==> config.mk <==
export PLATFORM = sky130hd
export DESIGN_NAME = ocp_unit
export DESIGN_NICKNAME = d
export VERILOG_FILES = /design/src/verilog/ocp_pkg.sv /design/src/verilog/ocp_unit.sv
export SDC_FILE = /design/constraint.sdc
export NUM_CORES = 1
export LEC_CHECK = 0
export ABC_AREA = 1
export BUFFER_PORTS_ARGS = -buffer_cell sky130_fd_sc_hd__buf_4
export CORE_MARGIN = 2
export CORE_UTILIZATION = 40
export CTS_CLUSTER_SIZE = 14
export DETAILED_ROUTE_END_ITERATION = 7
export GPL_ROUTABILITY_DRIVEN = 0
export PLACE_DENSITY_LB_ADDON = 0.2
export SLEW_MARGIN = 20
export SYNTH_ARGS = -nofsm -noshare
export SYNTH_HDL_FRONTEND = slang
export SYNTH_SLANG_ARGS = --single-unit
==> constraint.sdc <==
create_clock -name clk -period 2.5 [get_ports clk]
set_input_delay 0 -clock clk [delete_from_list [all_inputs] [get_ports clk]]
set_output_delay 0 -clock clk [all_outputs]
set_load 0.03 [all_outputs]
==> src/verilog/ocp_pkg.sv <==
// package: register map, fields, codes and state type of the compare/pwm channel
package ocp_pkg;

  // register byte offsets on the avalon slave
  localparam logic [4:0] OFF_CON1 = 5'h00;
  localparam logic [4:0] OFF_CON2 = 5'h04;
  localparam logic [4:0] OFF_PRI = 5'h08;
  localparam logic [4:0] OFF_SEC = 5'h0c;
  localparam logic [4:0] OFF_PER = 5'h10;
  localparam logic [4:0] OFF_CNT = 5'h14;

  // compare_control_one fields
  localparam int CON1_CLKSEL_LSB = 10;
  localparam int CON1_ENFLT_LSB = 7;
  localparam int CON1_FLAG_LSB = 4;
  localparam int CON1_TRIGGER_CLEAR_POLICY_BIT = 3;
  localparam int CON1_MODE_LSB = 0;

  // compare_control_two fields
  localparam int CON2_FLTTRI_BIT = 13;
  localparam int CON2_INV_BIT = 12;
  localparam int CON2_DCB_LSB = 9;
  localparam int CON2_TRIG_BIT = 7;
  localparam int CON2_TRIGGER_STATUS_BIT = 6;
  localparam int CON2_TRIS_BIT = 5;
  localparam int CON2_SYNC_LSB = 0;

  localparam logic [15:0] CON1_RESET = 16'h0000;
  localparam logic [15:0] CON2_RESET = 16'h000c;
  localparam logic [15:0] CON1_WMASK = 16'h3fff;
  localparam logic [15:0] CON2_WMASK = 16'hf7ff;

  // compare_mode_select codes
  localparam logic [2:0] MODE_OFF = 3'h0;
  localparam logic [2:0] MODE_SS_HIGH = 3'h1;
  localparam logic [2:0] MODE_SS_LOW = 3'h2;
  localparam logic [2:0] MODE_TOGGLE = 3'h3;
  localparam logic [2:0] MODE_DBL_ONE = 3'h4;
  localparam logic [2:0] MODE_DBL_CONT = 3'h5;
  localparam logic [2:0] MODE_EDGE = 3'h6;
  localparam logic [2:0] MODE_CENTER = 3'h7;

  // clock_source_select codes
  localparam logic [2:0] CLK_PERIPH = 3'h7;
  localparam logic [2:0] CLK_TMR1 = 3'h4;
  localparam logic [2:0] CLK_TMR3 = 3'h1;

  // sync_source_select codes
  localparam logic [4:0] SYNC_OFF = 5'h00;
  localparam logic [4:0] SYNC_SELF = 5'h1f;

  // clk cycles per instruction cycle
  localparam int INSTR_DIV_DEFAULT = 4;

  typedef struct packed {
    logic [15:0] con1;
    logic [15:0] con2;
    logic [15:0] pri;
    logic [15:0] sec;
    logic [15:0] per;
    logic [15:0] cnt;
    logic [15:0] pri_sh;
    logic [15:0] sec_sh;
    logic [1:0] dcb_sh;
    logic wave;
    logic done;
    logic pwm_q;
    logic prev_raw;
    logic pin;
    logic oe;
    logic irq;
    logic sync_o;
    logic ack;
    logic [7:0] dly;
    logic [7:0] div;
    logic [2:0] fa_sync;
    logic [2:0] fb_sync;
    logic fa_lvl;
    logic fb_lvl;
    logic [31:0] rdata;
  } ocp_state_t;

  localparam ocp_state_t OCP_STATE_RESET = '{con1: CON1_RESET, con2: CON2_RESET, default: '0};

  function automatic logic ocp_is_pwm(input logic [2:0] mode);
    return (mode == MODE_EDGE) || (mode == MODE_CENTER);
  endfunction

endpackage

==> src/verilog/ocp_unit.sv <==
// output compare / pwm channel with avalon-mm register slave
//
// Decided for this implementation: the Avalon-MM register port and the address map.
`timescale 1ns/1ps
`default_nettype none

// Summary of operation
// - pwm modes use internal shadow copies of compare values, not bus registers
// - pwm period lasts period value plus one time base counts
// - compare writes accepted anytime, shadows loaded at count equals period or on entering pwm
// - all compare and period values zero keeps pin low
// - secondary compare above period keeps pin high
// - clock code 111 peripheral, 100 first timer, 001 third timer, others stop
// - timer sources use that timer's prescaler tick
// - each fault source sets its own flag; software may write flags
// - fault enables and flags act only in pwm modes
// - fault tristate control forces pin driven during fault
// - invert control inverts the generated waveform on the pin
// - fine delay postpones falling edge by quarters of an instruction cycle
// - fine delay buffered in pwm modes, direct otherwise
// - one bit selects trigger or synchronous operation
// - clear policy also clears trigger status on counter equal secondary
// - double compare starts low; 101 continuous, 100 one pulse
// - 011 toggles, 010 starts high then low, 001 starts low then high
// - 111 center pwm, 110 edge pwm, 000 channel off
// - sync code 00000 free running; field resets to 01100
// - trigger mode waits for event; sync mode resets counter on event
// - free running counter wraps from ffff to zero
// - interrupt flag on primary match single, secondary match double
module ocp_unit
  import ocp_pkg::*;
#(
  parameter int INSTR_DIV = INSTR_DIV_DEFAULT,
  parameter logic FAULT_LEVEL = 1'b0
) (
  input wire logic clk,
  input wire logic srst,
  input wire logic [4:0] avs_address,
  input wire logic avs_read,
  input wire logic avs_write,
  input wire logic [31:0] avs_writedata,
  input wire logic [3:0] avs_byteenable,
  output logic [31:0] avs_readdata,
  output logic avs_waitrequest,
  input wire logic timer1_prescale_tick,
  input wire logic timer3_prescale_tick,
  input wire logic [31:0] sync_events,
  input wire logic comparator_fault,
  input wire logic fault_pin_a,
  input wire logic fault_pin_b,
  output logic compare_output_pin,
  output logic compare_output_oe,
  output logic channel_interrupt_flag,
  output logic sync_out
);

  if (INSTR_DIV < 4 || INSTR_DIV > 256 || (INSTR_DIV % 4) != 0) begin : g_bad_div
    $error("INSTR_DIV must be a multiple of 4 from 4 to 256");
  end

  localparam logic [7:0] DIV_LAST = 8'(INSTR_DIV - 1);
  localparam logic [7:0] QUARTER = 8'(INSTR_DIV / 4);

  ocp_state_t s;
  ocp_state_t next_s;

  logic [2:0] mode;
  logic [2:0] clk_sel;
  logic [2:0] enflt;
  logic [2:0] flags;
  logic [4:0] sync_sel;
  logic [1:0] dcb;
  logic pwm;
  logic trig;
  logic trigger_status;
  logic trigger_clear_policy;
  logic inv;
  logic tick;
  logic per_hit;
  logic ev;
  logic running;
  logic mp;
  logic ms;
  logic pwm_wave;
  logic raw;
  logic fall;
  logic shaped;
  logic fault_act;
  logic req;
  logic wr;
  logic con1_w;
  logic con2_w;
  logic [15:0] base1;
  logic [15:0] base2;
  logic [2:0] flag_set;

  function automatic logic [15:0] merge16(input logic [15:0] old, input logic [31:0] wd,
                                          input logic [3:0] be);
    logic [15:0] r;
    r = old;
    if (be[0]) begin
      r[7:0] = wd[7:0];
    end
    if (be[1]) begin
      r[15:8] = wd[15:8];
    end
    return r;
  endfunction

  assign mode = s.con1[CON1_MODE_LSB +: 3];
  assign clk_sel = s.con1[CON1_CLKSEL_LSB +: 3];
  assign enflt = s.con1[CON1_ENFLT_LSB +: 3];
  assign flags = s.con1[CON1_FLAG_LSB +: 3];
  assign trigger_clear_policy = s.con1[CON1_TRIGGER_CLEAR_POLICY_BIT];
  assign sync_sel = s.con2[CON2_SYNC_LSB +: 5];
  assign trig = s.con2[CON2_TRIG_BIT];
  assign trigger_status = s.con2[CON2_TRIGGER_STATUS_BIT];
  assign inv = s.con2[CON2_INV_BIT];
  assign pwm = ocp_is_pwm(mode);
  assign dcb = pwm ? s.dcb_sh : s.con2[CON2_DCB_LSB +: 2];

  // time base tick from the chosen source
  assign tick = (clk_sel == CLK_PERIPH) ? (s.div == DIV_LAST) :
                (clk_sel == CLK_TMR1) ? timer1_prescale_tick :
                (clk_sel == CLK_TMR3) ? timer3_prescale_tick : 1'b0;
  assign per_hit = tick && (s.cnt == s.per);
  assign ev = (sync_sel == SYNC_OFF) ? 1'b0 :
              (sync_sel == SYNC_SELF) ? per_hit : sync_events[sync_sel];
  assign running = (mode != MODE_OFF) && !(trig && !trigger_status);
  assign mp = tick && (s.cnt == s.pri);
  assign ms = tick && (s.cnt == s.sec);

  // pwm waveform from shadow copies
  always_comb begin
    if (s.sec_sh > s.per) begin
      pwm_wave = 1'b1;
    end else if (mode == MODE_CENTER) begin
      pwm_wave = (s.cnt >= s.pri_sh) && (s.cnt < s.sec_sh);
    end else begin
      pwm_wave = s.cnt < s.sec_sh;
    end
  end

  assign raw = pwm ? pwm_wave : s.wave;
  assign fall = s.prev_raw && !raw;
  assign shaped = raw || (s.dly != 8'h00) || (fall && dcb != 2'b00);
  assign fault_act = pwm && (flags != 3'b000);
  assign flag_set = pwm ? (enflt & {comparator_fault, s.fb_lvl, s.fa_lvl}) : 3'b000;

  assign req = avs_read || avs_write;
  assign wr = s.ack && avs_write;
  assign con1_w = wr && (avs_address == OFF_CON1);
  assign con2_w = wr && (avs_address == OFF_CON2);
  assign base1 = con1_w ? (merge16(s.con1, avs_writedata, avs_byteenable) & CON1_WMASK) : s.con1;
  assign base2 = con2_w ? (merge16(s.con2, avs_writedata, avs_byteenable) & CON2_WMASK) : s.con2;

  always_comb begin
    next_s = s;
    // bus slave: one wait cycle, then answer
    next_s.ack = req && !s.ack;
    if (req && !s.ack) begin
      unique case (avs_address)
        OFF_CON1: next_s.rdata = {16'h0000, s.con1};
        OFF_CON2: next_s.rdata = {16'h0000, s.con2};
        OFF_PRI: next_s.rdata = {16'h0000, s.pri};
        OFF_SEC: next_s.rdata = {16'h0000, s.sec};
        OFF_PER: next_s.rdata = {16'h0000, s.per};
        OFF_CNT: next_s.rdata = {16'h0000, s.cnt};
        default: next_s.rdata = 32'h0000_0000;
      endcase
    end
    if (wr && avs_address == OFF_PRI) begin
      next_s.pri = merge16(s.pri, avs_writedata, avs_byteenable);
    end
    if (wr && avs_address == OFF_SEC) begin
      next_s.sec = merge16(s.sec, avs_writedata, avs_byteenable);
    end
    if (wr && avs_address == OFF_PER) begin
      next_s.per = merge16(s.per, avs_writedata, avs_byteenable);
    end
    // fault flags: hardware set wins over software write
    next_s.con1 = base1;
    next_s.con1[CON1_FLAG_LSB +: 3] = base1[CON1_FLAG_LSB +: 3] | flag_set;
    next_s.con2 = base2;
    if (trig && ev) begin
      next_s.con2[CON2_TRIGGER_STATUS_BIT] = 1'b1;
    end else if (trigger_clear_policy && ms && !con2_w) begin
      next_s.con2[CON2_TRIGGER_STATUS_BIT] = 1'b0;
    end
    // peripheral clock divider
    next_s.div = (s.div == DIV_LAST) ? 8'h00 : s.div + 8'h01;
    // internal counter
    if (!running) begin
      next_s.cnt = 16'h0000;
    end else if (!trig && ev) begin
      next_s.cnt = 16'h0000;
    end else if (tick) begin
      if (pwm && s.cnt == s.per) begin
        next_s.cnt = 16'h0000;
      end else begin
        next_s.cnt = s.cnt + 16'h0001;
      end
    end
    // shadow loads at period end or on entering pwm
    next_s.pwm_q = pwm;
    if (pwm && (per_hit || !s.pwm_q)) begin
      next_s.pri_sh = s.pri;
      next_s.sec_sh = s.sec;
      next_s.dcb_sh = s.con2[CON2_DCB_LSB +: 2];
    end
    // compare mode waveform
    if (con1_w) begin
      next_s.wave = (base1[CON1_MODE_LSB +: 3] == MODE_SS_LOW);
      next_s.done = 1'b0;
    end else begin
      unique case (mode)
        MODE_OFF: next_s.wave = 1'b0;
        MODE_SS_HIGH: begin
          if (mp && !s.done) begin
            next_s.wave = 1'b1;
            next_s.done = 1'b1;
          end
        end
        MODE_SS_LOW: begin
          if (mp && !s.done) begin
            next_s.wave = 1'b0;
            next_s.done = 1'b1;
          end
        end
        MODE_TOGGLE: begin
          if (mp) begin
            next_s.wave = !s.wave;
          end
        end
        MODE_DBL_ONE: begin
          if (!s.done && ms) begin
            next_s.wave = 1'b0;
            next_s.done = 1'b1;
          end else if (!s.done && mp) begin
            next_s.wave = 1'b1;
          end
        end
        MODE_DBL_CONT: begin
          if (ms) begin
            next_s.wave = 1'b0;
          end else if (mp) begin
            next_s.wave = 1'b1;
          end
        end
        MODE_EDGE, MODE_CENTER: next_s.wave = 1'b0;
      endcase
    end
    // interrupt event pulse
    if (mode == MODE_SS_HIGH || mode == MODE_SS_LOW || mode == MODE_TOGGLE) begin
      next_s.irq = mp;
    end else if (mode == MODE_DBL_ONE || mode == MODE_DBL_CONT) begin
      next_s.irq = ms;
    end else begin
      next_s.irq = pwm && per_hit;
    end
    next_s.sync_o = per_hit;
    // falling edge fine delay
    next_s.prev_raw = raw;
    if (raw) begin
      next_s.dly = 8'h00;
    end else if (fall && dcb != 2'b00) begin
      next_s.dly = QUARTER * {6'h00, dcb} - 8'h01;
    end else if (s.dly != 8'h00) begin
      next_s.dly = s.dly - 8'h01;
    end
    // pin level and direction
    next_s.pin = fault_act ? FAULT_LEVEL : (shaped ^ inv);
    next_s.oe = !s.con2[CON2_TRIS_BIT] || (fault_act && s.con2[CON2_FLTTRI_BIT]);
    // fault pin synchronisers: change taken once stages 2 and 3 agree
    next_s.fa_sync = {s.fa_sync[1:0], fault_pin_a};
    next_s.fb_sync = {s.fb_sync[1:0], fault_pin_b};
    if (s.fa_sync[1] == s.fa_sync[2]) begin
      next_s.fa_lvl = s.fa_sync[2];
    end
    if (s.fb_sync[1] == s.fb_sync[2]) begin
      next_s.fb_lvl = s.fb_sync[2];
    end
  end

  always_ff @(posedge clk) begin
    if (srst) begin
      s <= OCP_STATE_RESET;
    end else begin
      s <= next_s;
    end
  end

  assign avs_waitrequest = req && !s.ack;
  assign avs_readdata = s.rdata;
  assign compare_output_pin = s.pin;
  assign compare_output_oe = s.oe;
  assign channel_interrupt_flag = s.irq;
  assign sync_out = s.sync_o;

  a_period_wrap: assert property (@(posedge clk) disable iff (srst)
    running && pwm && per_hit && !(!trig && ev) |=> s.cnt == 16'h0000)
    else $error("pwm counter did not wrap at period");

  a_shadow_load: assert property (@(posedge clk) disable iff (srst)
    pwm && s.pwm_q && per_hit |=> s.sec_sh == $past(s.sec) && s.pri_sh == $past(s.pri))
    else $error("shadow not loaded at period match");

  a_shadow_hold: assert property (@(posedge clk) disable iff (srst)
    pwm && s.pwm_q && !per_hit |=> $stable(s.sec_sh))
    else $error("shadow changed mid period");

  a_zero_duty: assert property (@(posedge clk) disable iff (srst)
    pwm && s.sec_sh == 16'h0000 && s.pri_sh == 16'h0000 && s.per == 16'h0000 |-> !pwm_wave)
    else $error("zero duty not low");

  a_full_duty: assert property (@(posedge clk) disable iff (srst)
    pwm && s.sec_sh > s.per && !fault_act && !inv |=> compare_output_pin)
    else $error("full duty not high");

  a_invert_pin: assert property (@(posedge clk) disable iff (srst)
    !fault_act |=> compare_output_pin == ($past(shaped) ^ $past(inv)))
    else $error("pin does not follow waveform and invert");

  a_fault_flag: assert property (@(posedge clk) disable iff (srst)
    pwm && enflt[0] && s.fa_lvl |=> s.con1[CON1_FLAG_LSB])
    else $error("pin a fault flag not set");

  a_fault_drive: assert property (@(posedge clk) disable iff (srst)
    fault_act && s.con2[CON2_FLTTRI_BIT] |=> compare_output_oe && compare_output_pin == FAULT_LEVEL)
    else $error("pin not driven during fault");

  a_trig_clear: assert property (@(posedge clk) disable iff (srst)
    trigger_clear_policy && ms && !con2_w && !(trig && ev) |=> !trigger_status)
    else $error("trigger status not cleared on secondary match");

  a_trig_wait: assert property (@(posedge clk) disable iff (srst)
    trig && !trigger_status ##1 trig && !trigger_status |-> s.cnt == 16'h0000)
    else $error("counter ran before trigger");

  a_free_wrap: assert property (@(posedge clk) disable iff (srst)
    running && !pwm && sync_sel == SYNC_OFF && tick |=> s.cnt == $past(s.cnt) + 16'h0001)
    else $error("free running counter did not step or wrap");

  a_single_high: assert property (@(posedge clk) disable iff (srst)
    mode == MODE_SS_HIGH && mp && !con1_w |=> s.wave ##1 ($past(con1_w) || s.wave))
    else $error("single shot high did not hold");

  a_irq_double: assert property (@(posedge clk) disable iff (srst)
    mode == MODE_DBL_CONT && ms |=> channel_interrupt_flag)
    else $error("interrupt flag missing on secondary match");

  a_fine_delay: assert property (@(posedge clk) disable iff (srst)
    dcb != 2'b00 && fall && !fault_act && !inv
      |=> compare_output_pin)
    else $error("falling edge not delayed");

endmodule

`default_nettype wire
==> flow_summary_export.csv <==
group,metric,value,unit
global_route,grt_pass1_wl,46500,um
placement,port_buffers,83,
route,num_vias,9295,
worst_hold_path,hold_class,"input pin to register",
setup_path,path_max_fanout,29,
route,drtIter0Drc,708,
clock_tree,cts_setup_buffers,0,
route,dr.pass1.iters,5,
setup_path,cp_slowest_cell,"dfxtp_1",
cells_and_area,nets,1603,
cells_and_area,final_common_cell,"nand2_1",
timing,hold_slack,0.168,ns
cells_and_area,nFillCells,2448,
floorplan,fp.dieH,162,um
route,wl,29200,um
logic_synthesis,synth_area_per_cell,7.19,um2
global_route,gr-total-overflow,0,
route,routedWlPerCell,16.1,um
logic_synthesis,synth-simple-area-share,0.200,
timing,slew_headroom,0.548,
timing,post-route-period-util,0.909,
cells_and_area,instances_no_fill,1807,
cells_and_area,seqCellArea,3520,um2
timing,finClkSkew,0.0144,ns
logic_synthesis,synth_xor_area_frac,0.0521,
setup_path,critical-path-max-stage-delay,0.36,ns
clock_tree,cts_max_path_buffers,2,
clock_tree,path_clk_slew,0.07,ns
clock_tree,root_buffer,"clkbuf_16",
status,outcome,"finished clean",
setup_path,end_kind,"register",
logic_synthesis,synth_top_family_by_area,"compound AO/OA/AOI/OAI gates",
logic_synthesis,synth-adder-area-share,0.0643,
pwr,p_per_area,550,nW/um2
logic_synthesis,yosysTopAreaCell,"dfxtp_1",
setup_path,required,2.87,ns
timing,rsz0062_at_grt,"false",
cells_and_area,final_area,11600,um2
cells_and_area,diodes,0,
cells_and_area,multiInputGateArea,5200,um2
cells_and_area,mostFrequentLayoutCells,"nand2_1 (210), dfxtp_1 (175), inv_1 (160)",
placement,dp_cells,1746,
route,viasPerCell,5.14,
job,max_cap_viol_count,0,
global_route,grt_usage,0.226,
setup_path,path_cells,"ha_1, nand2_1, nor3_2, nand3_1, nand2_4, inv_2, nor2_2, nand2_2, o21ai_4, buf_12, o21ai_1, a21oi_1",
cells_and_area,fin_util,0.478,
placement,dpl.hpwl,22100,um
timing,setup_slack,0.228,ns
floorplan,rows,57,
cells_and_area,drive_gt1_frac,0.153,
logic_synthesis,ys_top_cells_by_area,"dfxtp_1 (35%), nand2_1 (8.0%), a21oi_1 (7.3%)",
logic_synthesis,syn_area,9930,um2
timing,drv_slew,0,
floorplan,dieArea,26100,um2
clock_tree,h-tree-depth,4,
setup_path,cpLargestDelayFamily,"simple AND/OR/NAND/NOR gates",
cells_and_area,syn2layout_area_growth,17.1,%
logic_synthesis,yosys.area.top_type_share,0.355,
logic_synthesis,synth.mux.area_fraction,0,
setup_path,arrival,2.64,ns
logic_synthesis,synth-seq-area-share,0.355,
logic_synthesis,syn_inst,1380,
global_route,grt_pass1_vias,8687,
route,drc_errors,0,
timing,fin_crit,2.27,ns
global_route,antenna_found_initial,0,
setup_path,critPathLaunchType,"register",
logic_synthesis,ys_seq_elements,176,
timing,fmaxAchievable,440,MHz
setup_path,crit_type,"register to register",
pwr,leakagePower,4.81,nW
timing,setup_viol_count_final,0,
placement,dp_slack,0.233,ns
logic_synthesis,ys_types,46,
floorplan,initial_core_util,0.408,
pwr,ir_worst_vdd,0.000525,V
timing,tightest_slew,0.676,ns
global_route,grt_max_degree,55,
timing,fin_tns_setup,0,ns
logic_synthesis,yosysWarnings,0,
clock_tree,cts_sinks,176,
floorplan,pin_count,119,
setup_path,path_buf_inv,2,
clock_tree,cts_buffers,17,
clock_tree,insertion_delay,0.44,ns
timing,final-hold-violation-count,0,
pwr,finalPower,6.39,mW
route,drtAntennaViolNets,0,
placement,placed_area,10800,um2
floorplan,core,24300,um2
floorplan,floorplan.die.width,162,um
clock_tree,cts_tree,"done",
logic_synthesis,synth-compound-area-share,0.202,
## what timing repair did
| action | in CTS | in global routing |
|---|---|---|
| endpoints found under the hold margin | 90 | 0 |
| setup endpoints to repair | 0 | 1 |
| resized for setup | 0 | 2 |
| hold buffers | 29 | 0 |
## final timing paths
check	from	endpoint	slack [ns]	cells after the start
setup reg to reg	s[40]	s[69]	0.23	12
hold / removal	avs_address[4]	s[171]	0.17	6
hold reg to reg	next_s[38]	next_s[39]	0.41	2
setup / recovery	s[40]	s[69]	0.23	12
## report_power, final
part	internal [mW]	leakage, nW	total, mW	switching, mW
clock network	1.32	0.275	2.62	1.30
logic	0.332	3.11	0.814	0.482
registers	2.89	1.42	2.95	0.0620
total	4.55	4.81	6.39	1.84
## layer usage
| metal | track usage | up-vias | share of wire |
|---|---|---|---|
| met4 | 0.0666 | 0 | 0.019 |
| met5 | 0 | - | 0 |
| met2 | 0.368 | 242 | 0.46 |
| li1 | - | 4693 | - |
| met1 | 0.316 | 4320 | 0.48 |
| met3 | 0.0270 | 40 | 0.046 |
## layout make-up
type | count | share of cell area
repair buffers | 148 | 0.105
flip-flops and latches | 176 | 0.303
clock buffers | 17 | 0.0366
multi-input cells | 940 | 0.447
inverters | 187 | 0.0605
well taps | 324 | 0.0349
clock inverters | 15 | 0.0125
## cell families after synthesis
kind of cell    Yosys count
simple gates            462
compound gates          352
buf+inv                 279
flops                   176
xor+xnor                 59
fa+ha+maj                51
other cells               1
## worst register-to-register path, stage by stage (launching register included)
cell	delay (ns)
dfxtp_1	0.36
ha_1	0.20
nand2_1	0.09
nor3_2	0.25
nand3_1	0.18
nand2_4	0.15
inv_2	0.13
nor2_2	0.14
nand2_2	0.10
o21ai_4	0.14
buf_12	0.24
o21ai_1	0.09
a21oi_1	0.13
## synthesized netlist by cell type, drive strengths merged
cell type    n
o22ai       14
inv        186
o21a         1
nor4         4
o221ai       3
a22o         1
conb         1
o21bai       1
nor2       134
xnor2       25
a21oi      172
nor3        17
buf         61
nand4       19
clkinv       1
ha          51
o311ai       1
dfxtp      176
xor2        34
or2          4
a41oi        8
o21ai      132
nand3b       1
nand2      215
nand3       68
a21o         1
a31oi        4
clkbuf      31
a221oi      10
o211ai       4
## flip-flops by register name (all words and copies together) (netlist names), 3 cells and up
name,cells
next_s,4
s,139
avs_readdata,16
clk_sel,3
mode,3
flags,3
enflt,3
Power figures use the tool's default switching activity.
